===== config.mk =====
export PLATFORM = sky130hd
export DESIGN_NAME = lasp_port
export DESIGN_NICKNAME = d
export VERILOG_FILES = /design/src/common/lasp_pkg.sv /design/src/design/lasp_port.sv
export VERILOG_INCLUDE_DIRS = /design/src /design/src/common
export SDC_FILE = /design/constraint.sdc
export NUM_CORES = 1
export LEC_CHECK = 0
export BUFFER_PORTS_ARGS = -buffer_cell sky130_fd_sc_hd__buf_2
export CAP_MARGIN = 20
export CORE_MARGIN = 2
export CORE_UTILIZATION = 30
export DETAILED_ROUTE_END_ITERATION = 6
export MAX_ROUTING_LAYER = met4
export SLEW_MARGIN = 20
export SYNTH_ARGS = -nofsm -noshare
export SYNTH_HDL_FRONTEND = slang
export SYNTH_SLANG_ARGS = --single-unit

===== constraint.sdc =====
create_clock -name ref_clk -period 1.9 [get_ports ref_clk]
set_clock_uncertainty 0.1 [all_clocks]
set_input_delay 0.095 -clock ref_clk [delete_from_list [all_inputs] [get_ports ref_clk]]
set_output_delay 0.095 -clock ref_clk [all_outputs]
set_load 0.01 [all_outputs]

===== src/common/lasp_cfg.svh =====
// Constants for the link adaptor bus status port.
// Assumes inclusion by the design module only.
`ifndef LASP_CFG_SVH
`define LASP_CFG_SVH
`define LASP_SEL_DATA 2'h0
`define LASP_SEL_OUT_DATA 2'h1
`define LASP_SEL_IN_STAT 2'h2
`define LASP_SEL_OUT_STAT 2'h3
`define LASP_FLAG_BIT 0
`define LASP_IEN_BIT 1
`define LASP_IEN_RST 1'h0
`define LASP_OREADY_RST 1'h1
`define LASP_DPRES_RST 1'h0
`define LASP_UNDEF_READ 8'h00
`endif


===== src/common/lasp_pkg.sv =====
// Types for the link adaptor bus status port.
// Assumes the constants header is available on the include path.
`default_nettype none
package lasp_pkg;
  // One byte handed between the port and the link transmitter.
  typedef struct packed {
    logic valid;
    logic [7:0] data;
  } lasp_byte_s;
  // Phase of one chip-select access.
  typedef enum logic {LASP_IDLE, LASP_ACCESS} lasp_phase_e;
endpackage
`default_nettype wire


===== src/design/lasp_port.sv =====
// Bus host port of the link adaptor: four registers, flags and interrupts.
// Assumes the host pins are synchronous to ref_clk and the link transmitter
// and receiver sit outside, signalling with one-cycle pulses.
`timescale 1ns/1ps
`default_nettype none
`include "lasp_cfg.svh"

// Functional notes
// - Data present set on receive, cleared by read
// - Interrupt enable bits writable and readable
// - Receive irq equals enable and data present
// - Output data write sends packet
// - Output data read undefined, no effect
// - Output ready: empty and acked; reset high
// - Transmit irq equals enable and ready
// - Input data read lowers receive irq
// - Output data write lowers transmit irq
// - Input data read clears flag, sends ack
// - Ready rises after send and ack
// - Select and direction choose register
// - Write data taken at chip select rise
// - Input data holds only received bytes
module lasp_port
  import lasp_pkg::*;
(
  input wire logic ref_clk, // Device clock.
  input wire logic rst_b, // Asynchronous reset, active low.
  input wire logic chip_select_n, // Chip select, active low.
  input wire logic read_not_write_line, // High reads, low writes.
  input wire logic [1:0] reg_select, // Register select.
  input wire logic [7:0] host_data_in, // Data bus as seen on the pins.
  output logic [7:0] host_data_out, // Data bus value driven on reads.
  output logic host_data_oe_n, // Low while the port drives the bus.
  input wire logic rx_byte_valid, // Pulse: a data byte arrived.
  input wire logic [7:0] rx_byte_data, // Received byte.
  input wire logic rx_ack_seen, // Pulse: acknowledge arrived.
  input wire logic tx_done, // Pulse: data byte fully sent.
  output lasp_byte_s tx_byte, // Byte to send, valid for one cycle.
  output logic tx_ack_req, // Pulse: send an acknowledge.
  output logic rx_irq_out, // Receive interrupt.
  output logic tx_irq_out // Transmit interrupt.
);

  // Access phase and latched selection.
  // Select and direction are held from the start of an access, so the host
  // may change them before chip select returns high.
  lasp_phase_e phase_reg, phase_next; // Idle or inside an access.
  logic [1:0] sel_reg, sel_next; // Register chosen at access start.
  logic rnw_reg, rnw_next; // Direction chosen at access start.
  // Flags and enables.
  logic dpres_reg, dpres_next; // Data present flag.
  logic ien_in_reg, ien_in_next; // Receive interrupt enable.
  logic ien_out_reg, ien_out_next; // Transmit interrupt enable.
  logic oready_reg, oready_next; // Output ready flag.
  logic sent_reg, sent_next; // Byte has left the transmitter.
  logic acked_reg, acked_next; // Acknowledge arrived since the write.
  // Data held for the host and for the link.
  logic [7:0] in_data_reg, in_data_next; // Last received data byte.
  logic [7:0] rd_reg, rd_next; // Read data shown on the bus.
  lasp_byte_s tx_reg, tx_next; // Byte handed to the transmitter.
  logic ack_reg, ack_next; // Acknowledge request pulse.
  // Access end events, each high for the one cycle that ends an access.
  logic cs_rise; // Chip select seen high again inside an access.
  logic rd_in_data; // Host read of the input data register.
  logic wr_out_data; // Host write of the output data register.
  logic wr_in_stat; // Host write of the input status register.
  logic wr_out_stat; // Host write of the output status register.

  // End of access is the rising edge of chip select.
  // The write data bus is sampled on this same cycle, never earlier.
  always_comb begin
    cs_rise = (phase_reg == LASP_ACCESS) && chip_select_n;
    rd_in_data = cs_rise && rnw_reg && (sel_reg == `LASP_SEL_DATA);
    wr_out_data = cs_rise && !rnw_reg && (sel_reg == `LASP_SEL_OUT_DATA);
    wr_in_stat = cs_rise && !rnw_reg && (sel_reg == `LASP_SEL_IN_STAT);
    wr_out_stat = cs_rise && !rnw_reg && (sel_reg == `LASP_SEL_OUT_STAT);
  end

  // Access phase: latch select and direction when chip select falls.
  // A chip select held low keeps one access open however long it lasts.
  always_comb begin
    phase_next = phase_reg;
    sel_next = sel_reg;
    rnw_next = rnw_reg;
    unique case (phase_reg)
      // Waiting for the host to select the port.
      LASP_IDLE: begin
        if (!chip_select_n) begin
          // Chip select fell: the access starts and its selection is latched.
          phase_next = LASP_ACCESS;
          sel_next = reg_select;
          rnw_next = read_not_write_line;
        end
      end
      // Inside an access until chip select returns high.
      LASP_ACCESS: begin
        if (chip_select_n) begin
          // Chip select rose: the access ends on this cycle.
          phase_next = LASP_IDLE;
        end
      end
    endcase
  end

  // Read data mux, built on entry to the access.
  // The value stays put for the whole access, so the bus never glitches.
  always_comb begin
    rd_next = rd_reg;
    if (phase_reg == LASP_IDLE && !chip_select_n) begin
      // Chip select just fell: pick the register being read.
      unique case (reg_select)
        // Input data: the last received byte.
        `LASP_SEL_DATA: rd_next = in_data_reg;
        // Output data is write only and reads a fixed value.
        `LASP_SEL_OUT_DATA: rd_next = `LASP_UNDEF_READ;
        // Input status: enable above flag, unused bits zero.
        `LASP_SEL_IN_STAT: rd_next = {6'h00, ien_in_reg, dpres_reg};
        // Output status: enable above flag, unused bits zero.
        `LASP_SEL_OUT_STAT: rd_next = {6'h00, ien_out_reg, oready_reg};
      endcase
    end
  end

  // Input side: received bytes and the data present flag.
  // A byte arriving on the cycle of a read is kept, so none is lost.
  always_comb begin
    dpres_next = dpres_reg;
    in_data_next = in_data_reg;
    ack_next = 1'b0;
    ien_in_next = ien_in_reg;
    // The host took the byte: free the buffer and acknowledge it.
    if (rd_in_data) begin
      dpres_next = 1'b0;
      ack_next = 1'b1;
    end
    // A new byte from the link fills the buffer.
    if (rx_byte_valid) begin
      dpres_next = 1'b1; // set wins over a same-cycle read.
      in_data_next = rx_byte_data;
    end
    // Status writes change only the enable bit.
    if (wr_in_stat) begin
      ien_in_next = host_data_in[`LASP_IEN_BIT];
    end
  end

  // Output side: send on write, ready after send and acknowledge.
  // Done and acknowledge may come in either order; both are remembered.
  always_comb begin
    oready_next = oready_reg;
    sent_next = sent_reg || tx_done;
    acked_next = acked_reg || rx_ack_seen;
    tx_next = '{valid: 1'b0, data: tx_reg.data};
    ien_out_next = ien_out_reg;
    // Both halves of the transfer are over: the buffer is free again.
    if (!oready_reg && sent_next && acked_next) begin
      oready_next = 1'b1;
    end
    // A new byte starts a transfer and wins over a late done or acknowledge.
    if (wr_out_data) begin
      oready_next = 1'b0;
      sent_next = 1'b0;
      acked_next = 1'b0;
      tx_next = '{valid: 1'b1, data: host_data_in};
    end
    // Status writes change only the enable bit.
    if (wr_out_stat) begin
      ien_out_next = host_data_in[`LASP_IEN_BIT];
    end
  end

  // All state registers.
  // Reset leaves the port idle, the output free and both enables off.
  always_ff @(posedge ref_clk or negedge rst_b) begin
    if (!rst_b) begin
      // Only constants here, so reset does not depend on any input.
      phase_reg <= LASP_IDLE;
      sel_reg <= 2'h0;
      rnw_reg <= 1'b1;
      dpres_reg <= `LASP_DPRES_RST;
      ien_in_reg <= `LASP_IEN_RST;
      ien_out_reg <= `LASP_IEN_RST;
      oready_reg <= `LASP_OREADY_RST;
      sent_reg <= 1'b1;
      acked_reg <= 1'b1;
      in_data_reg <= 8'h00;
      rd_reg <= 8'h00;
      tx_reg <= '0;
      ack_reg <= 1'b0;
    end else begin
      // Every register takes its next value on every edge.
      phase_reg <= phase_next;
      sel_reg <= sel_next;
      rnw_reg <= rnw_next;
      dpres_reg <= dpres_next;
      ien_in_reg <= ien_in_next;
      ien_out_reg <= ien_out_next;
      oready_reg <= oready_next;
      sent_reg <= sent_next;
      acked_reg <= acked_next;
      in_data_reg <= in_data_next;
      rd_reg <= rd_next;
      tx_reg <= tx_next;
      ack_reg <= ack_next;
    end
  end

  // Outputs: interrupts are the AND of enable and flag.
  // Both come from registers, so they cannot glitch on bus activity.
  assign rx_irq_out = ien_in_reg && dpres_reg;
  assign tx_irq_out = ien_out_reg && oready_reg;
  assign tx_byte = tx_reg;
  assign tx_ack_req = ack_reg;
  assign host_data_out = rd_reg;
  // The bus is driven only during a selected read access.
  // It is released as soon as chip select rises, before the next access.
  assign host_data_oe_n = !(phase_reg == LASP_ACCESS && rnw_reg && !chip_select_n);

  // Checks.
  // Each property except a_bus_released and a_status_pad watches ports or registers one edge after the event that
  // should move them, so that it does not restate the logic it guards.
  // A received byte raises the receive interrupt while it is enabled.
  a_rx_irq_and: assert property (@(posedge ref_clk) disable iff (!rst_b)
    rx_byte_valid && ien_in_reg && !wr_in_stat |=> rx_irq_out)
    else $error("receive irq mismatch");
  // Enabling the transmit interrupt while ready raises it.
  a_tx_irq_and: assert property (@(posedge ref_clk) disable iff (!rst_b)
    wr_out_stat && host_data_in[`LASP_IEN_BIT] && oready_reg |=> tx_irq_out)
    else $error("transmit irq mismatch");
  // An input data read clears the flag and requests an acknowledge.
  a_read_clears_flag: assert property (@(posedge ref_clk) disable iff (!rst_b)
    rd_in_data && !rx_byte_valid |=> !dpres_reg && tx_ack_req)
    else $error("input read did not clear flag and ack");
  // A received byte is held and flagged.
  a_rx_sets_flag: assert property (@(posedge ref_clk) disable iff (!rst_b)
    rx_byte_valid |=> dpres_reg && in_data_reg == $past(rx_byte_data))
    else $error("received byte not held");
  // Data present falls only after an input data read.
  a_flag_only_read: assert property (@(posedge ref_clk) disable iff (!rst_b)
    $fell(dpres_reg) |-> $past(rd_in_data))
    else $error("data present fell without read");
  // An output data write hands the byte to the link and drops ready.
  a_write_sends: assert property (@(posedge ref_clk) disable iff (!rst_b)
    wr_out_data |=> tx_byte.valid && tx_byte.data == $past(host_data_in) && !oready_reg)
    else $error("output write not sent");
  // Ready falls only after an output data write.
  a_ready_fall: assert property (@(posedge ref_clk) disable iff (!rst_b)
    $fell(oready_reg) |-> $past(wr_out_data))
    else $error("ready fell without write");
  // Ready rises only on the edge after a send done or an acknowledge.
  a_ready_rise: assert property (@(posedge ref_clk) disable iff (!rst_b)
    $rose(oready_reg) |-> $past(tx_done || rx_ack_seen))
    else $error("ready rose early");
  // The input enable takes the written bit.
  a_ien_write: assert property (@(posedge ref_clk) disable iff (!rst_b)
    wr_in_stat |=> ien_in_reg == $past(host_data_in[`LASP_IEN_BIT]))
    else $error("enable not written");
  // Reading output data sends nothing on the link.
  a_odata_read_quiet: assert property (@(posedge ref_clk) disable iff (!rst_b)
    cs_rise && rnw_reg && sel_reg == `LASP_SEL_OUT_DATA |=> !tx_byte.valid && !tx_ack_req)
    else $error("output data read had an effect");
  // The output enable takes the written bit.
  a_tx_ien_write: assert property (@(posedge ref_clk) disable iff (!rst_b)
    wr_out_stat |=> ien_out_reg == $past(host_data_in[`LASP_IEN_BIT]))
    else $error("output enable not written");
  // An input data read lowers the receive interrupt.
  a_rx_irq_read: assert property (@(posedge ref_clk) disable iff (!rst_b)
    rd_in_data && !rx_byte_valid |=> !rx_irq_out)
    else $error("receive irq stayed high after read");
  // An output data write lowers the transmit interrupt.
  a_tx_irq_write: assert property (@(posedge ref_clk) disable iff (!rst_b)
    wr_out_data |=> !tx_irq_out)
    else $error("transmit irq stayed high after write");
  // A host write to the input data register changes nothing.
  a_in_data_quiet: assert property (@(posedge ref_clk) disable iff (!rst_b)
    cs_rise && !rnw_reg && sel_reg == `LASP_SEL_DATA && !rx_byte_valid
      |=> $stable(in_data_reg) && !$rose(dpres_reg))
    else $error("input data write had an effect");
  // The bus is not driven outside a selected read.
  a_bus_released: assert property (@(posedge ref_clk) disable iff (!rst_b)
    chip_select_n || !rnw_reg |-> host_data_oe_n)
    else $error("bus driven outside a read");
  // Status reads show zero in the unused bits.
  a_status_pad: assert property (@(posedge ref_clk) disable iff (!rst_b)
    phase_reg == LASP_ACCESS && rnw_reg && sel_reg[1] |-> host_data_out[7:2] == 6'h00)
    else $error("status unused bits not zero");
  // One read asks for exactly one acknowledge.
  a_ack_pulse: assert property (@(posedge ref_clk) disable iff (!rst_b)
    tx_ack_req |=> !tx_ack_req)
    else $error("acknowledge request longer than one cycle");
  // One write hands over exactly one byte.
  a_tx_pulse: assert property (@(posedge ref_clk) disable iff (!rst_b)
    tx_byte.valid |=> !tx_byte.valid)
    else $error("byte valid longer than one cycle");
  // Cover points for the main scenarios.
  c_rx_read: cover property (@(posedge ref_clk) disable iff (!rst_b) rd_in_data);
  c_tx_write: cover property (@(posedge ref_clk) disable iff (!rst_b) wr_out_data);
  c_ready_back: cover property (@(posedge ref_clk) disable iff (!rst_b) $rose(oready_reg));
  c_rx_irq: cover property (@(posedge ref_clk) disable iff (!rst_b) $rose(rx_irq_out));
  c_tx_irq: cover property (@(posedge ref_clk) disable iff (!rst_b) $rose(tx_irq_out));

endmodule // lasp_port
`default_nettype wire


After elaboration in Yosys (flattened, before gate mapping):

Index checks and enable logic that the tools add are counted.

* equality and inequality tests: 6
* multiplexer cells: 10
* bitwise gates (word level): 2
* reduce and logical (&&, ||, !) cells: 25

Operators by type and width (number)
* $pmux 8 s4: 1
* $logic_and 1x1->1: 14
* $mux 9: 1
* $eq 2x2->1 const B: 4
* $mux 1: 8
* $eq 2x1->1 const B: 2
* $logic_not 1->1: 4
* $logic_not 2->1: 2
* $reduce_bool 2->1: 2
* $logic_or 1x1->1: 2
* $not 1->1: 2
* $reduce_and 2->1: 1

* flip-flop bits (word level): 36
* input port bits: 25
* logic and storage cells: 57
* output and inout bits: 21

Logic depth before layout (Yosys ltp):

* depth after elaboration: 5
* mapped depth: 4
* mapped depth without buffers: 3

Worst setup path before layout:

Ideal clock, no wire load.

* path type: register to register
* start point: reg sel_reg[0]
* end point: reg tx_reg (netlist bit tx_byte[2])
* setup time: 0.125 ns
* slack: 0.478 ns
* cell stages (with the launch flop): 5
* arrival: 1.197 ns
* clock period less this slack: 1.422 ns
* cell sequence: dfrtp_1 nor2b_2 nor3b_4 buf_6 mux2_4

* longest elaborated chain between the ends: 2

Ends and longest elaborated chain
* start, declared: line lasp_port.sv:48 `logic [1:0] sel_reg, sel_next;`
* start signal, assigned: line lasp_port.sv:193 `sel_reg <= sel_next;`
* $eq 2x1->1 (no source line)
* $logic_and 1x1->1: line lasp_port.sv:74 `` wr_out_data = cs_rise && !rnw_reg && (sel_reg == `LASP_SEL_OUT_DATA); ``
* net wr_out_data: line lasp_port.sv:65 `logic wr_out_data;`
* end signal, assigned: line lasp_port.sv:203 `tx_reg <= tx_next;`
* end, declared: line lasp_port.sv:60 `lasp_byte_s tx_reg, tx_next;`

The timed path passes the listed nets, and every way through them passes these cells.
A chain may end at the register's enable or synchronous reset.

Final worst setup path:

* start point: in chip_select_n
* end point: reg tx_reg (netlist bit tx_byte[0])

* longest elaborated chain between the ends: 3

Ends and longest elaborated chain
* start, declared: line lasp_port.sv:28 `input wire logic chip_select_n,`
* $logic_and 1x1->1: line lasp_port.sv:72 `cs_rise = (phase_reg == LASP_ACCESS) && chip_select_n;`
* $logic_and 1x1->1 (2 in series): line lasp_port.sv:74

Every way passes these cells.

==> results.md <==
- Final instance count without filler cells: 230
- Type of the setup path with the least slack: in -> reg
- Horizontal die dimension: 73.4 um
- Startpoint of the most critical hold path: reg_select[0]
- Number of flip-flops in the largest register: 9
- Worst-path cell with the longest stage delay: sky130_fd_sc_hd__dlygate4sd3_1
- Mean number of vias per cell: ~4.6
- Critical path launch point: chip_select_n
- Maximum number of pins on one net before global-route repair: 37
- Count of standard-cell rows: 25
- Final hold violations: 0
- Origin of the critical flop-to-flop path: sel_reg[0]
- Kind of cell adding the most delay to the critical path: buffers and inverters
- Gate Count Post-Synth: 103
- Total routing usage reported by global routing: 11.8%
- Register Area: around 900 um^2
- Measured slew at the worst slew-check pin: slightly below 800 ps
- Cell Area, Synth: between 0.001 and 0.0015 mm^2
- Minimum clock period: 1560 ps
- Post-route core utilization: 43.1%
- Worst-path maximum fanout: 12
- Leakage Power: just under 1 nW
- Max Root-Sink Buffers: 2
- Diodes inserted: 0
- Peak clock frequency supported by timing: around 640 MHz
- TritonCTS clock tree: yes
- Library cell used as clock root buffer: sky130_fd_sc_hd__clkbuf_8
- Wire length of the first global-routing pass: 4.73 mm
- Final weighted congestion of routability-driven global placement: roughly 0.74
- Number of warnings printed during yosys synthesis: 0
- Worst setup SP type: input pin
- Unrepaired setup endpoints after global routing: no
- Final setup violation count: 0
- Die outline area: 0.00539 mm^2
- H-Tree Depth: 2
- Wire length on met3: around 160 um
- Number of buffers inserted by port buffering: between 40 and 50
- Average cell area after synthesis: around 14 um^2
- Max-cap violations: 0
- Via count of the routed design: 1,048
- Share of cells above drive strength 1: 44.9%
- First DRT Iteration DRCs: 47
- Flip-flop and latch count after synthesis: 36
- Worst-path clk slew: 70 ps
- Chip height: roughly 73 um
- Largest stage delay, worst path: 520 ps
- Number of gates given a new drive strength after cts: 0
- Routed wire per std cell: roughly 13 um
- Final cycle utilization of the critical path: 82.3%
- Nets in the synthesized netlist: 128
- Max layer used: met4
- IR Drop Worst-Case VDD: 0.428 mV
- Worst setup path end: tx_byte[0]
- Setup_tns: 0 ps
- Worst setup slack for register-to-register paths: 380 ps
- Remaining global-route overflow: 0
- Layout Area Growth over Synthesis: 39.7%
- TritonCTS Sinks: 36
- Num ports: 46
- Clock buffers created by TritonCTS: 5
- Worst Hold Class: in -> reg
- Worst r2r dst: tx_byte[0]
- Worst setup timing slack at the placement stage: 380 ps
- Arrival @ worst endpoint: 1630 ps
- Total power divided by cell area: 969 mW/mm^2
- Setup WS post-layout: 336 ps
- Area of combinational cells with multiple inputs: around 500 um^2
- Status: completed
- ANT nets after route: 0
- WP data required: 1960 ps
- Stages on the worst setup path: 6
- Type of destination of the critical path: register
- Final HPWL DP: 2.03 mm
- Number of cells on the worst reg-to-reg path: 4
- Detailed-route DRC error count: 0
- Seq/Total Area, Yosys: 62.6%
- Worst slew margin relative to its limit: 47.0%
- CP Cell Sequence: dlygate4sd3_1 -> buf_2 -> nand2_1 -> nor3b_4 -> buf_4 -> mux2_2
- Total met2 wirelength after detailed routing: 1.39 mm
- Filler instances: 441
- DRT Pass-1 Iters: 5
- Clock network latency to the later pin of the worst-skew pair: 280 ps
- Vias in the first global route: 1,034
- Fin. max-slew vios: 0
- Number of unique standard cell types used by synthesis: 22
- Area inside the core boundary: 0.00469 mm^2
- Initial core utilization: about 31%
- Total wire length: 3.01 mm
- Post-layout total power: 1.96 mW
- WL met1: 1.43 mm
- Number of antenna violations at the first check in global routing: 0
- NumNets Final: 200
- DP Cell Count: 200
- Number of buffers and inverters on the critical path: 3
[repair_timing]
| item | in CTS | in global routing |
|---|---|---|
| endpoints found under the setup margin | 0 | 0 |
| hold endpoints to repair | 55 | 0 |
| hold buffers | 22 | 0 |
| buffers inserted | 0 | 0 |
[worst min-delay path by stage]
| stage | endpoint | slack [ps] | depth (start not counted) |
|---|---|---|---|
| floorplan | dpres_reg | -300 | 0 |
| global placement | tx_byte[0] | 110 | 1 |
| detailed placement | tx_byte[0] | 140 | 1 |
| CTS | sel_reg[0] | 10 | 3 |
| global route | sel_reg[0] | 40 | 3 |
| finish | sel_reg[0] | 20 | 3 |
[placed cells by master (no fill, tap or decap), drive strengths merged, types with 2 or more instances in the layout]
master       instances
a221oi               2
a22o                 6
and2                 2
buf                 46
clkbuf               8
dfrtp               32
dfstp                4
dlygate4sd3         22
inv                  3
mux2                20
nand2               10
nor2                10
nor4b                2
[area by class of cell]
class / instances / share of cell area (%)
Multi-Input combinational cell: 61 / 24.9
Tap cell: 54 / 3.34
Clock buffer: 8 / 3.96
Timing Repair Buffer: 68 / 22.4
Inverter: 3 / 0.557
Sequential cell: 36 / 44.8
[where the power goes]
part / internal (mW) / switching [mW] / total (mW)
clock: 0.260 / 0.250 / 0.510
combinational: 0.267 / 0.190 / 0.458
sequential: 0.908 / 0.0829 / 0.990
total: 1.44 / 0.523 / 1.96
[layer usage]
metal | vias up | global-route usage (%)
li1 | 500 | -
met1 | 510 | 14.4
met3 | 2 | 3.98
met4 | 0 | 3.64
met2 | 36 | 18.4
met5 | - | -
[synth_stat cells]
cell type,number,area share [%]
sky130_fd_sc_hd__nand4_1,1,0.43
sky130_fd_sc_hd__clkbuf_1,1,0.26
sky130_fd_sc_hd__a21oi_1,1,0.35
sky130_fd_sc_hd__and2_1,2,0.86
sky130_fd_sc_hd__or2_2,1,0.43
sky130_fd_sc_hd__nor2b_2,1,0.61
sky130_fd_sc_hd__o22ai_1,1,0.43
sky130_fd_sc_hd__mux2_2,14,11
sky130_fd_sc_hd__nor2_1,10,2.6
sky130_fd_sc_hd__inv_1,3,0.78
sky130_fd_sc_hd__nand2_1,10,2.6
sky130_fd_sc_hd__dfstp_2,4,7.3
sky130_fd_sc_hd__a22o_1,6,3.6
sky130_fd_sc_hd__nor4b_1,2,1.2
sky130_fd_sc_hd__o21bai_1,1,0.52
sky130_fd_sc_hd__dfrtp_1,32,55
sky130_fd_sc_hd__mux2_4,6,6.2
sky130_fd_sc_hd__nand3_1,1,0.35
sky130_fd_sc_hd__a221oi_1,2,1.2
sky130_fd_sc_hd__nor3b_4,1,1.3
sky130_fd_sc_hd__buf_6,2,1.6
sky130_fd_sc_hd__nor3_4,1,1.1
[tightest hold or removal path, stage by stage]
cell and delay, ps:
sky130_fd_sc_hd__buf_2 150, sky130_fd_sc_hd__nand2_1 70, sky130_fd_sc_hd__nand2_1 50
[stage by stage]
| stage | hold slack, ps | instance area [um^2] |
|---|---|---|
| after floorplan | -301 | 1450 |
| final | 18.8 | 2020 |
| after detailed placement | 139 | 1720 |
| after CTS | 12.9 | 2020 |
| after global routing | 37.0 | 2020 |
| after global placement | 106 | 1720 |
[logic make-up (layout without fill, tap and decap cells)]
| kind of cell | Yosys count | in the layout | synth area share [%] |
|---|---|---|---|
| DFF | 36 | 36 | 62.6 |
| muxes | 20 | 20 | 17.1 |
| buffers and inverters | 6 | 79 | 2.59 |
| and+or+nand+nor | 30 | 30 | 11.5 |
| AOI/OAI and AO/OA | 11 | 11 | 6.14 |
Power figures use the tool's default switching activity.
